### src/ddr3_cmd_pkg.sv
// Package of command encodings, field positions and timing counts for the DDR3 command issuer.
package ddr3_cmd_pkg;

	// ------------------------------------------------------------
	// Widths
	// ------------------------------------------------------------
	localparam int BANKS = 8;
	localparam int BA_W = 3;
	localparam int ADDR_W = 14;
	localparam int DQ_W = 8;

	// ------------------------------------------------------------
	// Field positions
	// ------------------------------------------------------------
	localparam int AP_BIT = 10;
	localparam int BC_BIT = 12;

	// ------------------------------------------------------------
	// Request opcodes from the user port
	// ------------------------------------------------------------
	localparam logic [3:0] OP_NOP = 4'h0;
	localparam logic [3:0] OP_ACT = 4'h1;
	localparam logic [3:0] OP_PRE = 4'h2;
	localparam logic [3:0] OP_WR = 4'h3;
	localparam logic [3:0] OP_RD = 4'h4;
	localparam logic [3:0] OP_MRS = 4'h5;
	localparam logic [3:0] OP_REF = 4'h6;
	localparam logic [3:0] OP_SRE = 4'h7;
	localparam logic [3:0] OP_PDE = 4'h8;
	localparam logic [3:0] OP_EXIT = 4'h9;
	localparam logic [3:0] OP_ZQ = 4'hA;
	localparam logic [3:0] OP_DES = 4'hB;

	// ------------------------------------------------------------
	// Pin codes for RAS#, CAS#, WE# (CS# low)
	// ------------------------------------------------------------
	localparam logic [2:0] PIN_NOP = 3'h7;
	localparam logic [2:0] PIN_ACT = 3'h3;
	localparam logic [2:0] PIN_PRE = 3'h2;
	localparam logic [2:0] PIN_WR = 3'h4;
	localparam logic [2:0] PIN_RD = 3'h5;
	localparam logic [2:0] PIN_MRS = 3'h0;
	localparam logic [2:0] PIN_REF = 3'h1;
	localparam logic [2:0] PIN_ZQ = 3'h6;

	// ------------------------------------------------------------
	// Burst framing counts in controller clocks
	// ------------------------------------------------------------
	localparam logic [3:0] BEATS_BL8 = 4'h8;
	localparam logic [3:0] BEATS_BC4 = 4'h4;

	// ------------------------------------------------------------
	// Request status codes
	// ------------------------------------------------------------
	localparam logic [1:0] ST_OK = 2'h0;
	localparam logic [1:0] ST_ILLEGAL = 2'h1;

endpackage

### src/ddr3_cmd_host.sv
// DDR3 command issuer: turns user requests into pin commands and frames write and read bursts.
//
// Contract
// - CS# high is deselect; CS# low with RAS#, CAS#, WE# high is no-op.
// - Activate is RAS# low, CAS# WE# high, CKE high; BA bank, A row.
// - Precharge is RAS# low, CAS# high, WE# low; A10 selects one or all.
// - Write is RAS# high, CAS# WE# low, CKE high, only to active bank.
// - Read is RAS# high, CAS# low, WE# high, CKE high, only to active bank.
// - A10 high on read or write requests auto-precharge after the burst.
// - With on-the-fly enabled, A12 low chops to four, high gives eight.
// - Mode register set is all strobes low, only when all banks idle.
// - Refresh is RAS# CAS# low, WE# high; CKE falling enters self refresh.
// - Self refresh exits on CKE rising with no-op or deselect presented.
// - Power-down enters on CKE falling with no-op or deselect presented.
// - Power-down exits on CKE rising with no-op or deselect presented.
// - Data mask high discards a write beat, low writes it.
// - ZQ calibration is CAS# RAS# high, WE# low when idle; A10 long/short.
// - Controller activates a row before any read or write to that bank.
// - Controller finishes initialisation before activate, read or write.
module ddr3_cmd_host
	import ddr3_cmd_pkg::*;
(
	// Clock and reset.
	input wire logic CLK_IN,
	input wire logic RESETN_IN,
	// User request port.
	input wire logic REQ_VALID_IN,
	input wire logic [3:0] REQ_OP_IN,
	input wire logic [BA_W-1:0] REQ_BANK_IN,
	input wire logic [ADDR_W-1:0] REQ_ADDR_IN,
	input wire logic REQ_AP_IN,
	input wire logic REQ_BC4_IN,
	input wire logic OTF_EN_IN,
	input wire logic INIT_DONE_IN,
	output logic REQ_READY_OUT,
	output logic ACK_OUT,
	output logic [1:0] ACK_STATUS_OUT,
	// User write data, one beat per clock.
	input wire logic [DQ_W-1:0] WDATA_IN,
	input wire logic WMASK_IN,
	output logic WDATA_TAKE_OUT,
	// User read data, one beat per clock.
	output logic [DQ_W-1:0] RDATA_OUT,
	output logic RDATA_VALID_OUT,
	// Memory command pins.
	output logic MEM_CKE_OUT,
	output logic MEM_CSN_OUT,
	output logic MEM_RASN_OUT,
	output logic MEM_CASN_OUT,
	output logic MEM_WEN_OUT,
	output logic [BA_W-1:0] MEM_BA_OUT,
	output logic [ADDR_W-1:0] MEM_ADDR_OUT,
	// Memory data pins.
	input wire logic [DQ_W-1:0] MEM_DQ_IN,
	output logic [DQ_W-1:0] MEM_DQ_OUT,
	output logic MEM_DQ_OE_OUT,
	output logic MEM_DM_OUT
);

	// ------------------------------------------------------------
	// Types and state
	// ------------------------------------------------------------
	typedef enum logic [3:0] {
		S_RUN = 4'h1,
		S_WBURST = 4'h2,
		S_RBURST = 4'h4,
		S_LOWPWR = 4'h8
	} phase_t;

	phase_t phase_ff;
	logic [BANKS-1:0] open_ff;
	logic [BANKS-1:0] nxt_open;
	logic [3:0] beat_ff;
	logic [BA_W-1:0] burst_bank_ff;
	logic burst_ap_ff;
	logic [DQ_W-1:0] dq_s1_ff;
	logic [DQ_W-1:0] dq_s2_ff;
	logic accept;
	logic legal;
	logic [2:0] pins;

	// Burst length decode: chop only when on-the-fly is enabled and asked for.
	function automatic logic [3:0] burst_len(input logic otf, input logic bc4);
		burst_len = (otf && bc4) ? BEATS_BC4 : BEATS_BL8;
	endfunction

	// Pin code for a request opcode; non-strobe ops present a no-op.
	function automatic logic [2:0] pin_code(input logic [3:0] op);
		unique case (op)
			OP_ACT: pin_code = PIN_ACT;
			OP_PRE: pin_code = PIN_PRE;
			OP_WR: pin_code = PIN_WR;
			OP_RD: pin_code = PIN_RD;
			OP_MRS: pin_code = PIN_MRS;
			OP_REF, OP_SRE: pin_code = PIN_REF;
			OP_ZQ: pin_code = PIN_ZQ;
			default: pin_code = PIN_NOP;
		endcase
	endfunction

	// ------------------------------------------------------------
	// Request legality against bank and power state
	// ------------------------------------------------------------
	// A request is taken in S_RUN or S_LOWPWR; in S_LOWPWR only an exit request is legal.
	assign accept = REQ_VALID_IN && REQ_READY_OUT;
	assign pins = pin_code(REQ_OP_IN);

	// Legality checks the bank chosen by the request and whole-device idleness.
	always_comb begin
		legal = 1'b1;
		unique case (REQ_OP_IN)
			OP_ACT: legal = INIT_DONE_IN && !open_ff[REQ_BANK_IN];
			OP_WR, OP_RD: legal = INIT_DONE_IN && open_ff[REQ_BANK_IN];
			OP_MRS, OP_REF, OP_SRE, OP_ZQ: legal = (open_ff == '0);
			OP_EXIT: legal = (phase_ff == S_LOWPWR);
			OP_PRE, OP_NOP, OP_DES, OP_PDE: legal = (phase_ff == S_RUN);
			default: legal = 1'b0;
		endcase
		if ((phase_ff == S_LOWPWR) && (REQ_OP_IN != OP_EXIT)) begin
			legal = 1'b0;
		end
	end

	// Bank table update for activate, precharge and auto-precharge at burst end.
	always_comb begin
		nxt_open = open_ff;
		if (accept && legal && (REQ_OP_IN == OP_ACT)) begin
			nxt_open[REQ_BANK_IN] = 1'b1;
		end
		if (accept && legal && (REQ_OP_IN == OP_PRE)) begin
			if (REQ_ADDR_IN[AP_BIT]) begin
				nxt_open = '0;
			end else begin
				nxt_open[REQ_BANK_IN] = 1'b0;
			end
		end
		if ((phase_ff == S_WBURST || phase_ff == S_RBURST) && beat_ff == 4'h1 && burst_ap_ff) begin
			nxt_open[burst_bank_ff] = 1'b0;
		end
	end

	// Bank open table register.
	always_ff @(posedge CLK_IN or negedge RESETN_IN) begin
		if (!RESETN_IN) begin
			open_ff <= '0;
		end else begin
			open_ff <= nxt_open;
		end
	end

	// ------------------------------------------------------------
	// Phase and burst sequencing
	// ------------------------------------------------------------
	// Phase machine, beat counter and burst bookkeeping.
	always_ff @(posedge CLK_IN or negedge RESETN_IN) begin
		if (!RESETN_IN) begin
			phase_ff <= S_RUN;
			beat_ff <= 4'h0;
			burst_bank_ff <= '0;
			burst_ap_ff <= 1'b0;
		end else begin
			unique case (phase_ff)
				S_RUN: begin
					if (accept && legal && (REQ_OP_IN == OP_WR || REQ_OP_IN == OP_RD)) begin
						phase_ff <= (REQ_OP_IN == OP_WR) ? S_WBURST : S_RBURST;
						beat_ff <= burst_len(OTF_EN_IN, REQ_BC4_IN);
						burst_bank_ff <= REQ_BANK_IN;
						burst_ap_ff <= REQ_AP_IN;
					end else if (accept && legal && (REQ_OP_IN == OP_SRE || REQ_OP_IN == OP_PDE)) begin
						phase_ff <= S_LOWPWR;
					end
				end
				S_WBURST, S_RBURST: begin
					beat_ff <= beat_ff - 4'h1;
					if (beat_ff == 4'h1) begin
						phase_ff <= S_RUN;
					end
				end
				S_LOWPWR: begin
					if (accept && legal) begin
						phase_ff <= S_RUN;
					end
				end
				default: phase_ff <= S_RUN;
			endcase
		end
	end

	// Ready only between bursts; low power waits for the exit request.
	always_ff @(posedge CLK_IN or negedge RESETN_IN) begin
		if (!RESETN_IN) begin
			REQ_READY_OUT <= 1'b0;
		end else begin
			REQ_READY_OUT <= (phase_ff == S_RUN && !(accept && legal &&
				(REQ_OP_IN == OP_WR || REQ_OP_IN == OP_RD))) ||
				(phase_ff != S_RUN && phase_ff != S_LOWPWR && beat_ff == 4'h1) ||
				(phase_ff == S_LOWPWR);
		end
	end

	// Acknowledge each taken request with its status, one cycle later.
	always_ff @(posedge CLK_IN or negedge RESETN_IN) begin
		if (!RESETN_IN) begin
			ACK_OUT <= 1'b0;
			ACK_STATUS_OUT <= ST_OK;
		end else begin
			ACK_OUT <= accept;
			ACK_STATUS_OUT <= (accept && !legal) ? ST_ILLEGAL : ST_OK;
		end
	end

	// ------------------------------------------------------------
	// Command pins
	// ------------------------------------------------------------
	// Drive the command for a legal request; otherwise deselect with CS# high.
	always_ff @(posedge CLK_IN or negedge RESETN_IN) begin
		if (!RESETN_IN) begin
			MEM_CKE_OUT <= 1'b0;
			MEM_CSN_OUT <= 1'b1;
			{MEM_RASN_OUT, MEM_CASN_OUT, MEM_WEN_OUT} <= PIN_NOP;
			MEM_BA_OUT <= '0;
			MEM_ADDR_OUT <= '0;
		end else begin
			MEM_CSN_OUT <= 1'b1;
			{MEM_RASN_OUT, MEM_CASN_OUT, MEM_WEN_OUT} <= PIN_NOP;
			if (phase_ff == S_RUN && !(accept && legal &&
				(REQ_OP_IN == OP_SRE || REQ_OP_IN == OP_PDE))) begin
				MEM_CKE_OUT <= 1'b1;
			end
			if (accept && legal) begin
				MEM_BA_OUT <= REQ_BANK_IN;
				MEM_ADDR_OUT <= REQ_ADDR_IN;
				if (REQ_OP_IN != OP_DES) begin
					MEM_CSN_OUT <= 1'b0;
				end
				{MEM_RASN_OUT, MEM_CASN_OUT, MEM_WEN_OUT} <= pins;
				if (REQ_OP_IN == OP_WR || REQ_OP_IN == OP_RD) begin
					MEM_ADDR_OUT[AP_BIT] <= REQ_AP_IN;
					MEM_ADDR_OUT[BC_BIT] <= !REQ_BC4_IN;
				end
				if (REQ_OP_IN == OP_SRE || REQ_OP_IN == OP_PDE) begin
					MEM_CKE_OUT <= 1'b0;
				end
				if (REQ_OP_IN == OP_EXIT) begin
					MEM_CKE_OUT <= 1'b1;
				end
			end
		end
	end

	// ------------------------------------------------------------
	// Data path
	// ------------------------------------------------------------
	// Write beats go out with their mask while the write burst runs.
	always_ff @(posedge CLK_IN or negedge RESETN_IN) begin
		if (!RESETN_IN) begin
			MEM_DQ_OUT <= '0;
			MEM_DQ_OE_OUT <= 1'b0;
			MEM_DM_OUT <= 1'b0;
			WDATA_TAKE_OUT <= 1'b0;
		end else begin
			MEM_DQ_OE_OUT <= (phase_ff == S_WBURST);
			WDATA_TAKE_OUT <= (phase_ff == S_WBURST);
			MEM_DQ_OUT <= WDATA_IN;
			MEM_DM_OUT <= (phase_ff == S_WBURST) && WMASK_IN;
		end
	end

	// Read data pins pass two flip-flops before use.
	always_ff @(posedge CLK_IN or negedge RESETN_IN) begin
		if (!RESETN_IN) begin
			dq_s1_ff <= '0;
			dq_s2_ff <= '0;
		end else begin
			dq_s1_ff <= MEM_DQ_IN;
			dq_s2_ff <= dq_s1_ff;
		end
	end

	// Read beats are presented while the read burst runs.
	always_ff @(posedge CLK_IN or negedge RESETN_IN) begin
		if (!RESETN_IN) begin
			RDATA_OUT <= '0;
			RDATA_VALID_OUT <= 1'b0;
		end else begin
			RDATA_OUT <= dq_s2_ff;
			RDATA_VALID_OUT <= (phase_ff == S_RBURST);
		end
	end

	// ------------------------------------------------------------
	// Checks
	// ------------------------------------------------------------
	AST_DESELECT_IGNORES: assert property (@(posedge CLK_IN) disable iff (!RESETN_IN)
		(accept && legal && REQ_OP_IN == OP_DES) |=> MEM_CSN_OUT)
		else $error("Deselect request did not hold chip select high.");
	AST_ACT_PINS: assert property (@(posedge CLK_IN) disable iff (!RESETN_IN)
		(accept && legal && REQ_OP_IN == OP_ACT) |=>
		(!MEM_CSN_OUT && !MEM_RASN_OUT && MEM_CASN_OUT && MEM_WEN_OUT && MEM_CKE_OUT))
		else $error("Activate pins wrong.");
	AST_PREALL_CLOSES: assert property (@(posedge CLK_IN) disable iff (!RESETN_IN)
		(accept && legal && REQ_OP_IN == OP_PRE && REQ_ADDR_IN[AP_BIT]) |=> (open_ff == '0))
		else $error("Precharge all left a bank open.");
	AST_WR_NEEDS_OPEN: assert property (@(posedge CLK_IN) disable iff (!RESETN_IN)
		(!MEM_CSN_OUT && {MEM_RASN_OUT, MEM_CASN_OUT, MEM_WEN_OUT} == PIN_WR) |->
		$past(open_ff[REQ_BANK_IN]))
		else $error("Write issued to a closed bank.");
	AST_RD_PINS: assert property (@(posedge CLK_IN) disable iff (!RESETN_IN)
		(accept && legal && REQ_OP_IN == OP_RD) |=>
		(!MEM_CSN_OUT && MEM_RASN_OUT && !MEM_CASN_OUT && MEM_WEN_OUT))
		else $error("Read pins wrong.");
	AST_AP_CLOSES: assert property (@(posedge CLK_IN) disable iff (!RESETN_IN)
		(accept && legal && REQ_OP_IN == OP_RD && REQ_AP_IN && !OTF_EN_IN) |->
		##9 !open_ff[$past(REQ_BANK_IN, 9)])
		else $error("Auto-precharge did not close bank after eight beats.");
	AST_BC4_LEN: assert property (@(posedge CLK_IN) disable iff (!RESETN_IN)
		(accept && legal && REQ_OP_IN == OP_WR && OTF_EN_IN && REQ_BC4_IN) |=>
		(phase_ff == S_WBURST) [*4] ##1 (phase_ff == S_RUN))
		else $error("Chopped write did not last four beats.");
	AST_MRS_IDLE: assert property (@(posedge CLK_IN) disable iff (!RESETN_IN)
		(!MEM_CSN_OUT && {MEM_RASN_OUT, MEM_CASN_OUT, MEM_WEN_OUT} == PIN_MRS) |->
		($past(open_ff) == '0))
		else $error("Mode register set while a bank was open.");
	AST_LOWPWR_NOP: assert property (@(posedge CLK_IN) disable iff (!RESETN_IN)
		$fell(MEM_CKE_OUT) |-> (!MEM_CSN_OUT && {MEM_RASN_OUT, MEM_CASN_OUT, MEM_WEN_OUT} ==
		(($past(REQ_OP_IN) == OP_SRE) ? PIN_REF : PIN_NOP)))
		else $error("Power-down entry with a strobe command.");
	AST_EXIT_CKE: assert property (@(posedge CLK_IN) disable iff (!RESETN_IN)
		(accept && legal && REQ_OP_IN == OP_EXIT) |=>
		(MEM_CKE_OUT && {MEM_RASN_OUT, MEM_CASN_OUT, MEM_WEN_OUT} == PIN_NOP))
		else $error("Exit did not raise clock enable with a no-op.");
	AST_MASK_ONLY_WRITE: assert property (@(posedge CLK_IN) disable iff (!RESETN_IN)
		MEM_DM_OUT |-> MEM_DQ_OE_OUT)
		else $error("Data mask high outside a write burst.");
	AST_ILLEGAL_STILL: assert property (@(posedge CLK_IN) disable iff (!RESETN_IN)
		(accept && !legal && phase_ff == S_RUN) |=> (open_ff == $past(open_ff)))
		else $error("Illegal request changed the bank table.");

endmodule

### config.mk
export PLATFORM = sky130hd
export DESIGN_NAME = ddr3_cmd_host
export DESIGN_NICKNAME = d
export VERILOG_FILES = /design/src/ddr3_cmd_pkg.sv /design/src/ddr3_cmd_host.sv
export SDC_FILE = /design/constraint.sdc
export NUM_CORES = 1
export LEC_CHECK = 0
export ABC_CLOCK_PERIOD_IN_PS = 4880
export BUFFER_PORTS_ARGS = -buffer_cell sky130_fd_sc_hd__buf_2
export CORE_MARGIN = 2
export CORE_UTILIZATION = 56
export CTS_CLUSTER_DIAMETER = 120
export DETAILED_ROUTE_END_ITERATION = 16
export GPL_TIMING_DRIVEN = 0
export HOLD_SLACK_MARGIN = 0.03
export PLACE_DENSITY = 0.94
export SYNTH_ARGS = -nofsm -noshare
export SYNTH_HDL_FRONTEND = slang
export SYNTH_SLANG_ARGS = --single-unit
### constraint.sdc
create_clock -name CLK_IN -period 4.88 [get_ports CLK_IN]
set_input_delay 0.244 -clock CLK_IN [delete_from_list [all_inputs] [get_ports CLK_IN]]
set_output_delay 0.244 -clock CLK_IN [all_outputs]
set_load 0.01 [all_outputs]
==> results_dict.tcl, run 1 <==
set metrics [dict create \
    power_per_cell_area_mw_per_mm2 379 \
    synthAdderAreaFrac_pct 2.59 \
    netlist_instances 276 \
    area_delta_synth_final_pct 26.9 \
    tightest_slew_ns 1.01 \
    p_switching_w 0.000506 \
    finalCritPeriodShare_pct 56.6 \
    netlist_area_sq_mm 0.00339 \
    synth-xor-area-share_pct 0 \
    min-delay-start "REQ_ADDR_IN[13]" \
    clk_path_buf_depth 2 \
    hp-class "in2reg" \
    grt-ovfl-total 0 \
    synth_seq_area_share_pct 59.3 \
    synth_compound_area_share_pct 11.4 \
    htree_num_levels 3 \
    grt_pass1_vias 2884 \
    clk_pin_slew_worst_paths_ns 0.09 \
    yosys_warnings 0 \
    synthSimpleGateAreaFrac_pct 13.7 \
    antenna_left 0 \
    avgViaCountPerCell 6.00 \
    leakage_nw 2.02 \
    multi_input_area_sq_mm 0.00126 \
    start_util_pct 57.5 \
    p_sw_share_pct 31.0 \
    synth_edf_count 0 \
    fin_nets 444 \
    grtUsageTotal_pct 28.4 \
    intPower_w 0.00112 \
    synthArstFlopShare_pct 100 \
    grt_pass1_wl_microns 13800 \
    synth.largest_area_cell "dfrtp_1" \
    drive_gt1_share_pct 37.6 \
    synth.most_common_cell "dfrtp_1" \
    setup_viol 0 \
    avgSynthCellArea_sq_um 12.3 \
    drc 0 \
    port_buffers 87 \
    maxCapViolCount 0 \
    worstReg2RegStart "phase_ff[0]" \
    critPathLaunchType "flip-flop" \
    min_period_ns 2.76 \
    worstSetupPathType "reg2reg" \
    antenna_found_initial 0 \
    clock_sinks 80 \
    die_width_microns 81.8 \
    hpwl_microns 5740 \
    end_kind "flip-flop" \
    r2r_end "burst_bank_ff[0]" \
    relSlewSlack_pct 31.8 \
    r2r_cells 6 \
    rows 28 \
    place_congestion 0.913 \
    diodes 0 \
    netlist_top_cells_area "dfrtp_1 55%, mux2_2 5.7%, dfstp_2 3.9%, ha_1 2.6%, o21ai_0 2.2%" \
    seqPwrFrac_pct 51.1 \
    hold_slack_ns 0.114 \
    cts_tree "yes" \
    final_max_slew_viol_count 0 \
    setup_tns_ns 0 \
    run_status "finished, final reports clean" \
    hold_end "MEM_ADDR_OUT[13]" \
    fillers 379 \
    io_pins 91 \
    synth-seq-cells 80 \
    yosysTopAreaCellShare_pct 55.4 \
    synth_mux_area_share_pct 9.35 \
    dr.pass1.iters 5 \
    clock-root-buffer "clkbuf_8" \
    synth_top_family_by_area "simple AND/OR/NAND/NOR gates" \
    insertion_delay_ns 0.35 \
    die-area_sq_mm 0.00669 \
    cts_buffers 9 \
    hold_viol_final 0 \
    ctsResizeCount 0 \
    drt_wl_total_microns 8720 \
    die_h_microns 81.8 \
    fmax_mhz 362 \
    hold_depth 2 \
    rrSetupSlack_ns 2.12 \
    num_vias 2826 \
    dr.first_iter.drc_count 276 \
    synth_nets 328 \
    critPathMaxFanout 6 \
    ir_worst_vdd_uv 294 \
    skew_ns 0.0118 \
    seq_area_sq_mm 0.00201 \
    power.clock.fraction_pct 27.6 \
    ys.flop_type "dfrtp_1" \
    cp_data_arrival_time_ns 3.00 \
    placeableCoreArea_sq_mm 0.00589 \
    synth_cell_types 57 \
    grt_max_degree 78 \
    worstPathRequired_ns 5.12 \
    drt-wirelength-per-cell_microns 18.5 \
    pwr-share-comb_pct 21.3 \
    rsz0062_at_grt "no" \
    yosys-top-cells-count "75 x dfrtp_1, 19 x nor2_1, 17 x mux2_2, 17 x nand2_1, 15 x o21ai_0" \
]
sequential cells by signal (all words and copies together) (netlist names), 3 cells and up:
register / count
MEM_ADDR_OUT: 14
burst_bank_ff: 3
phase_ff: 4
beat_ff: 4
MEM_DQ_OUT: 8
open_ff: 8
dq_s1_ff: 8
RDATA_OUT: 8
dq_s2_ff: 8
MEM_BA_OUT: 3
critical path, cell delays in order (launching register included):
cell and delay (ns):
dfstp_2 0.57, nor4b_2 0.58, nand2b_1 0.13, o221a_2 0.28, o31ai_2 0.40, nand3_1 0.31, mux2_2 0.38
metrics by stage:
stage / cells / util (%) / worst slack [ns] / total power [W] / area, sq um
global route: 471 / 73.0 / 1.93 / 0.00170 / 4300
floorplan: 276 / - / 2.49 / 0.00102 / 3390
global placement: 438 / 66.5 / 2.29 / 0.00114 / 3920
finish: 471 / 73.0 / 2.12 / 0.00163 / 4300
CTS: 471 / 73.0 / 2.15 / 0.00163 / 4300
detailed placement: 439 / 67.0 / 2.21 / 0.00117 / 3950
area by class of cell:
class	count	area share [%]
inverter	8	0.699
multi-input combinational	172	29.2
buffer	16	2.15
clock inverter	5	0.990
sequential	80	46.7
timing repair buffer	105	14.8
clock buffer	10	3.20
tap	75	2.18
power groups by stage:
stage | Combinational, W | Clock (W) | Sequential [W]
2_1_floorplan | 0.000160 | 0 | 0.000855
3_3_place_gp | 0.000308 | 0 | 0.000828
3_5_place_dp | 0.000329 | 0 | 0.000840
4_1_cts | 0.000344 | 0.000454 | 0.000830
5_1_grt | 0.000377 | 0.000477 | 0.000843
6_report | 0.000347 | 0.000450 | 0.000834
placed cells by master (no fill, tap or decap), types with 3 or more instances in the layout:
| cell | netlist | routed |
|---|---|---|
| o21ai_0 | 15 | 15 |
| buf_2 | 5 | 91 |
| nor2b_1 | 6 | 6 |
| nor3_1 | 9 | 9 |
| and3_1 | 4 | 4 |
| inv_1 | 8 | 8 |
| a31o_2 | 3 | 3 |
| o211a_1 | 3 | 3 |
| mux2_2 | 17 | 17 |
| and2_1 | 3 | 3 |
| clkinv_4 | 0 | 3 |
| mux2i_1 | 4 | 4 |
| a31oi_1 | 6 | 6 |
| a211oi_1 | 3 | 3 |
| nor2_1 | 19 | 19 |
| a21oi_1 | 4 | 4 |
| ha_1 | 7 | 7 |
| dlygate4sd3_1 | 0 | 17 |
| dfstp_2 | 5 | 5 |
| clkbuf_8 | 0 | 10 |
| clkbuf_1 | 5 | 5 |
| nand2_1 | 17 | 17 |
| nor3b_1 | 3 | 3 |
| buf_4 | 3 | 4 |
| nor4b_1 | 3 | 3 |
| nand3_1 | 6 | 6 |
| dfrtp_1 | 75 | 75 |
worst max path at each step:
stage / slack, ns / endpoint / from
detailed placement: 2.21 / burst_ap_ff / phase_ff[0]
CTS: 2.15 / burst_bank_ff[0] / phase_ff[0]
global placement: 2.29 / burst_ap_ff / REQ_BANK_IN[2]
finish: 2.12 / burst_bank_ff[0] / phase_ff[0]
floorplan: 2.49 / burst_ap_ff / REQ_BANK_IN[2]
global route: 1.93 / burst_bank_ff[0] / phase_ff[0]
kinds of logic after synthesis:
kind of cell,count (synthesis)
muxes,26
adders and majority gates,7
AOI/OAI and AO/OA,53
other,1
DFF,80
and+or+nand+nor,85
buffers and inverters,24
what timing repair did:
| action | CTS | global route |
|---|---|---|
| buffers inserted | 0 | 0 |
| hold buffers | 17 | 0 |
| endpoints found under the hold margin | 91 | 0 |
layer usage:
layer,wire length (microns),vias to the layer above,GRT usage [%]
met5,0,-,0
met4,401,0,17.0
met3,582,43,5.93
met2,4590,170,50.0
met1,3140,1386,31.4
li1,-,1227,-
Note: power is estimated with default switching activity, not from simulation.
==> run 2: changes to the inputs <==
Settings changed: ABC_AREA set to 1, ABC_CLOCK_PERIOD_IN_PS 4880 to 2360, CORE_UTILIZATION 56 to 47, PLACE_DENSITY 0.94 to 0.86.
Clock period 4.88 ns to 2.36 ns, I/O delays scaled along.
==> results_dict.tcl, run 2 <==
set metrics [dict create \
    crit_slowest_cell "nor4_1" \
    synth_seq_area_share_pct 59.6 \
    synth_nets 405 \
    p_sw_share_pct 35.1 \
    avgViaCountPerCell 5.04 \
    cts_buffers 9 \
    grt_max_degree 47 \
    num_vias 2973 \
    worstPathCellList "inv_2 > nand2_1 > nor3_1 > nor2_1 > nor4_1 > nand3_1 > nand2_1 > nor2_1" \
    grt_pass1_vias 2940 \
    synth-seq-cells 80 \
    yosysTopAreaCellShare_pct 55.7 \
    rows 30 \
    setup_viol 0 \
    netlist_instances 353 \
    tightest_slew_ns 0.677 \
    die-area_sq_mm 0.00787 \
    run_status "finished, final reports clean" \
    netlist_top_cells_area "dfrtp_1 56%, nand2_1 11%, inv_1 4.0%, dfstp_2 3.9%, nor2_1 3.2%" \
    antenna_left 0 \
    area_delta_synth_final_pct 34.0 \
    p_switching_w 0.00142 \
    fmax_mhz 475 \
    grtUsageTotal_pct 23.7 \
    diodes 0 \
    pwr-share-comb_pct 27.4 \
    die_h_microns 88.7 \
    max_stage_delay_ns 0.56 \
    clk_pin_slew_worst_paths_ns 0.09 \
    io_pins 91 \
    cp_data_arrival_time_ns 2.36 \
    ys.flop_type "dfrtp_1" \
    grt_pass1_wl_microns 13900 \
    placeableCoreArea_sq_mm 0.00687 \
    synth_cell_types 38 \
    yosys-top-cells-count "97 x nand2_1, 75 x dfrtp_1, 36 x inv_1" \
    grt-ovfl-total 0 \
    die_width_microns 88.7 \
    power.clock.fraction_pct 26.8 \
    critPathMaxFanout 9 \
    largest_register_ffs 14 \
    port_buffers 88 \
    htree_num_levels 3 \
    place_congestion 0.887 \
    final_common_cell "nand2_1" \
    hold_viol_final 0 \
    intPower_w 0.00263 \
    hp-class "in2reg" \
    drc 0 \
    min_period_ns 2.10 \
    drt_wl_total_microns 8690 \
    critPathLaunchType "flip-flop" \
    start_util_pct 49.1 \
    leakage_nw 2.35 \
    worstSetupPathType "reg2reg" \
    fin_nets 541 \
    dr.pass1.iters 4 \
    drt-wirelength-per-cell_microns 14.7 \
    rsz0062_at_grt "no" \
    hold_slack_ns 0.0490 \
    fillers 524 \
    synth.largest_area_cell "dfrtp_1" \
    seqPwrFrac_pct 45.8 \
    synth_edf_count 0 \
    worstPathRequired_ns 2.61 \
    cts_tree "yes" \
    clock-root-buffer "clkbuf_8" \
    clock_sinks 80 \
    insertion_delay_ns 0.37 \
    ir_worst_vdd_uv 482 \
    antenna_found_initial 0 \
    end_kind "flip-flop" \
    finalCritPeriodShare_pct 89.1 \
    skew_ns 0.0196 \
    netlist_area_sq_mm 0.00337 \
    regMostFlops "MEM_ADDR_OUT" \
    dr.first_iter.drc_count 221 \
    maxCapViolCount 0 \
    power_per_cell_area_mw_per_mm2 897 \
    ctsResizeCount 0 \
    setup_tns_ns 0 \
    clk_path_buf_depth 2 \
    drive_gt1_share_pct 28.7 \
    yosys_warnings 0 \
    synthArstFlopShare_pct 100 \
    relSlewSlack_pct 54.5 \
    avgSynthCellArea_sq_um 9.55 \
    synth.most_common_cell "nand2_1" \
    final_max_slew_viol_count 0 \
    hpwl_microns 5560 \
    final_cell_mix "97 x nand2_1, 90 x buf_2, 75 x dfrtp_1" \
]
-- run 2: cell count changes after synthesis, moves of 4 or more --
cell,change
nand2_1,+80
inv_1,+28
mux2_2,-17
o21ai_1,+16
nor2_1,+10
nand3_1,+9
nor3_1,-7
nor2b_1,-6
clkbuf_1,-5
and3_1,-4
inv_2,+4
mux2i_1,-4
-- run 2: final timing paths --
check	cells after the start	end	slack (ns)	from
min in group asynchronous	2	RDATA_OUT[1]	0.22	RESETN_IN
setup reg to reg	8	open_ff[4]	0.26	phase_ff[2]
max in group asynchronous	3	MEM_RASN_OUT	1.48	RESETN_IN
setup / recovery	8	open_ff[4]	0.26	phase_ff[2]
hold / removal	3	ACK_STATUS_OUT[0]	0.05	REQ_VALID_IN
hold reg to reg	0	RDATA_OUT[4]	0.34	dq_s2_ff[4]
-- run 2: cell families (layout without fill, tap and decap cells) --
logic type      count (synthesis)  count (layout)  synth area share, %
other cells                     1               1                0.111
compound gates                 49              49                 8.50
flops                          80              80                 59.6
xor+xnor                        1               1                0.260
fa+ha+maj                       7               7                 2.60
buf+inv                        50             191                 6.60
simple gates                  165             165                 22.4
-- run 2: area by class of cell --
cell class | instances | area (sq um) | share of cell area [%]
clock inverters | 6 | 72.6 | 1.61
inverters | 42 | 163 | 3.60
repair buffers | 125 | 816 | 18.1
multi-input cells | 223 | 1140 | 25.3
flip-flops and latches | 80 | 2010 | 44.4
well taps | 96 | 120 | 2.66
clock buffers | 10 | 138 | 3.05
plain buffers | 8 | 60.1 | 1.33
-- run 2: layer usage --
layer | global-route usage, % | up-vias | share of wire [%] | wire (microns)
met5 | 0 | - | 0 | 0
met4 | 16.8 | 0 | 5.5 | 476
met3 | 3.92 | 34 | 5.2 | 450
met2 | 40.7 | 112 | 53 | 4630
met1 | 26.7 | 1425 | 36 | 3140
li1 | - | 1402 | - | -
-- run 2: what timing repair did --
action                                  in CTS  in global routing
hold buffers                                33                  0
buffers inserted                             0                  3
hold endpoints to repair                    65                  0
endpoints found under the setup margin       0                  4
-- run 2: worst max-delay path, delay by kind of cell, from the launching register on --
family	cells	cell delay, ns
and+or+nand+nor	7	1.51
DFF	1	0.42
buffers and inverters	1	0.07
-- run 2: stage by stage --
stage / cell area, sq um / instances / power, W / setup slack (ns) / util (%)
floorplan: 3370 / 353 / 0.00247 / 0.657 / -
global placement: 3930 / 537 / 0.00283 / 0.378 / 57.2
detailed placement: 3960 / 538 / 0.00290 / 0.314 / 57.6
CTS: 4500 / 587 / 0.00400 / 0.195 / 65.4
global route: 4520 / 590 / 0.00428 / 0.0471 / 65.8
finish: 4520 / 590 / 0.00405 / 0.256 / 65.8
-- run 2: power by group through the flow --
stage	clock network (W)	logic, W	registers [W]
finish	0.00109	0.00111	0.00186
global placement	0	0.000986	0.00185
CTS	0.00107	0.00109	0.00184
detailed placement	0	0.00105	0.00185
floorplan	0	0.000540	0.00193
global route	0.00115	0.00124	0.00189
==> run 3: changes to the inputs <==
Settings changed: ABC_CLOCK_PERIOD_IN_PS 2360 to 2400, CORE_UTILIZATION 47 to 52, PLACE_DENSITY 0.86 to 0.89.
Clock period 2.36 ns to 2.4 ns, I/O delays scaled along.
==> results_dict.tcl, run 3 (synthesized netlist as in run 2, its figures left out) <==
set metrics [dict create \
    run_status "finished, final reports clean" \
    finalCritPeriodShare_pct 88.3 \
    antenna_left 0 \
    final_cell_mix "97 x nand2_1, 90 x buf_2, 75 x dfrtp_1" \
    grtUsageTotal_pct 25.1 \
    start_util_pct 53.4 \
    grt-busiest-layer "met2" \
    end_kind "flip-flop" \
    setup_tns_ns 0 \
    worstPathRequired_ns 2.65 \
    cp_data_arrival_time_ns 2.37 \
    clock-root-buffer "clkbuf_8" \
    drc 0 \
    grt-ovfl-total 0 \
    rrSetupSlack_ns 0.28 \
    worstReg2RegStart "phase_ff[2]" \
    dr.pass1.iters 4 \
    power_per_cell_area_mw_per_mm2 855 \
    cts_tree "yes" \
    die-area_sq_mm 0.00714 \
    avgViaCountPerCell 5.20 \
    die_width_microns 84.5 \
    r2r_cells 8 \
    antenna_found_initial 0 \
    place_congestion 0.868 \
    hold_viol_final 0 \
    hp-class "in2reg" \
    seqPwrFrac_pct 47.5 \
    cts_buffers 9 \
    placeableCoreArea_sq_mm 0.00631 \
    setup_viol 0 \
    ir_worst_vdd_uv 555 \
    worstSetupPathType "reg2reg" \
    p_switching_w 0.00133 \
    rsz0062_at_grt "no" \
    critPathLaunchType "flip-flop" \
    grt_pass1_vias 3108 \
    largest_register_ffs 14 \
    power.clock.fraction_pct 23.4 \
    drt_wl_total_microns 8300 \
    drive_gt1_share_pct 28.1 \
    multi_input_area_sq_mm 0.00115 \
    use_met3_pct 6.49 \
    rows 29 \
    maxCapViolCount 0 \
    num_vias 2952 \
    min_period_ns 2.12 \
    fillers 442 \
    p_sw_share_pct 35.0 \
    clk_pin_slew_worst_paths_ns 0.08 \
    pwr-share-comb_pct 29.1 \
    tightest_slew_ns 0.703 \
    leakage_nw 2.32 \
    die_h_microns 84.5 \
    port_buffers 88 \
    insertion_delay_ns 0.35 \
    use_met1_pct 28.1 \
    dr.first_iter.drc_count 218 \
    pre_cts_ws_ns 0.336 \
    clock_sinks 80 \
    grt_max_degree 77 \
    area_delta_synth_final_pct 31.9 \
    cts_setup_buffers 0 \
    r2r_end "open_ff[3]" \
    met2_usage_pct 43.9 \
    grt_pass1_wl_microns 14000 \
    regMostFlops "MEM_ADDR_OUT" \
    seq_area_sq_mm 0.00201 \
    relSlewSlack_pct 52.7 \
    clk_path_buf_depth 2 \
    diodes 0 \
    drt-wirelength-per-cell_microns 14.6 \
    fin_nets 538 \
    final_max_slew_viol_count 0 \
    hpwl_microns 5450 \
    critPathMaxFanout 9 \
    io_pins 91 \
    cp-startpoint "phase_ff[2]" \
    fmax_mhz 472 \
    fin_ws_ns 0.280 \
    final_common_cell "nand2_1" \
    intPower_w 0.00247 \
    cp-endpoint "open_ff[3]" \
    skew_ns 0.00445 \
    htree_num_levels 3 \
]
==> run 3: cell count changes in the layout (fill, tap and decap cells not counted), sizes merged <==
cell      delta
inv          -2
buf          -3
clkbuf       +2
bufinv       -1
clkinvlp     +1
==> run 3: worst min-delay path by stage <==
stage          depth (start not counted)       endpoint         start
3_3_place_gp                           1  MEM_DQ_OUT[2]   WDATA_IN[2]
6_report                               3   MEM_CASN_OUT  REQ_OP_IN[3]
4_1_cts                                2   MEM_RASN_OUT  REQ_OP_IN[2]
5_1_grt                                3   MEM_CASN_OUT  REQ_OP_IN[3]
3_5_place_dp                           1  MEM_DQ_OUT[1]     RESETN_IN
2_1_floorplan                          0        ACK_OUT     RESETN_IN
==> run 3: repair_timing <==
item,CTS,global route
hold buffers,33,0
setup endpoints to repair,0,1
hold endpoints to repair,107,0
resized for setup,0,1
==> run 3: final cells by class <==
class,count,share of cell area [%]
Buffer,8,1.35
Clock buffer,12,3.26
Clock inverter,4,0.647
Inverter,42,3.66
Multi-Input combinational cell,223,25.8
Sequential cell,80,45.1
Tap cell,77,2.17
Timing Repair Buffer,122,18.0
==> run 3: critical path: stages, from the launching register on <==
cell     delay, ns
dfrtp_1       0.43
inv_2         0.07
nand2_1       0.06
nor3_1        0.25
nor2_1        0.25
nor4_1        0.58
nand3_1       0.19
nand2_1       0.12
nor2_1        0.05
==> run 3: metrics by stage <==
| step | total power (W) | utilization [%] | hold slack, ns | area [sq um] | cells |
|---|---|---|---|---|---|
| final | 0.00380 | 70.5 | 0.0569 | 4450 | 568 |
| after global routing | 0.00405 | 70.5 | 0.0618 | 4450 | 568 |
| after CTS | 0.00379 | 70.4 | 0.0461 | 4440 | 568 |
| after detailed placement | 0.00285 | 62.4 | -0.0655 | 3940 | 519 |
| after global placement | 0.00277 | 61.9 | 0.228 | 3910 | 518 |
| after floorplan | 0.00243 | - | -0.176 | 3370 | 353 |
==> run 3: power by group through the flow <==
stage / Combinational (W) / Sequential (W) / Clock [W]
floorplan: 0.000531 / 0.00190 / 0
global placement: 0.000968 / 0.00181 / 0
detailed placement: 0.00102 / 0.00183 / 0
CTS: 0.00108 / 0.00180 / 0.000907
global route: 0.00123 / 0.00184 / 0.000976
finish: 0.00111 / 0.00181 / 0.000892
==> run 3: layer usage <==
metal / up-vias / routed length [microns]
li1: 1397 / -
met1: 1417 / 3040
met2: 111 / 4520
met3: 27 / 462
met4: 0 / 284
met5: - / 0
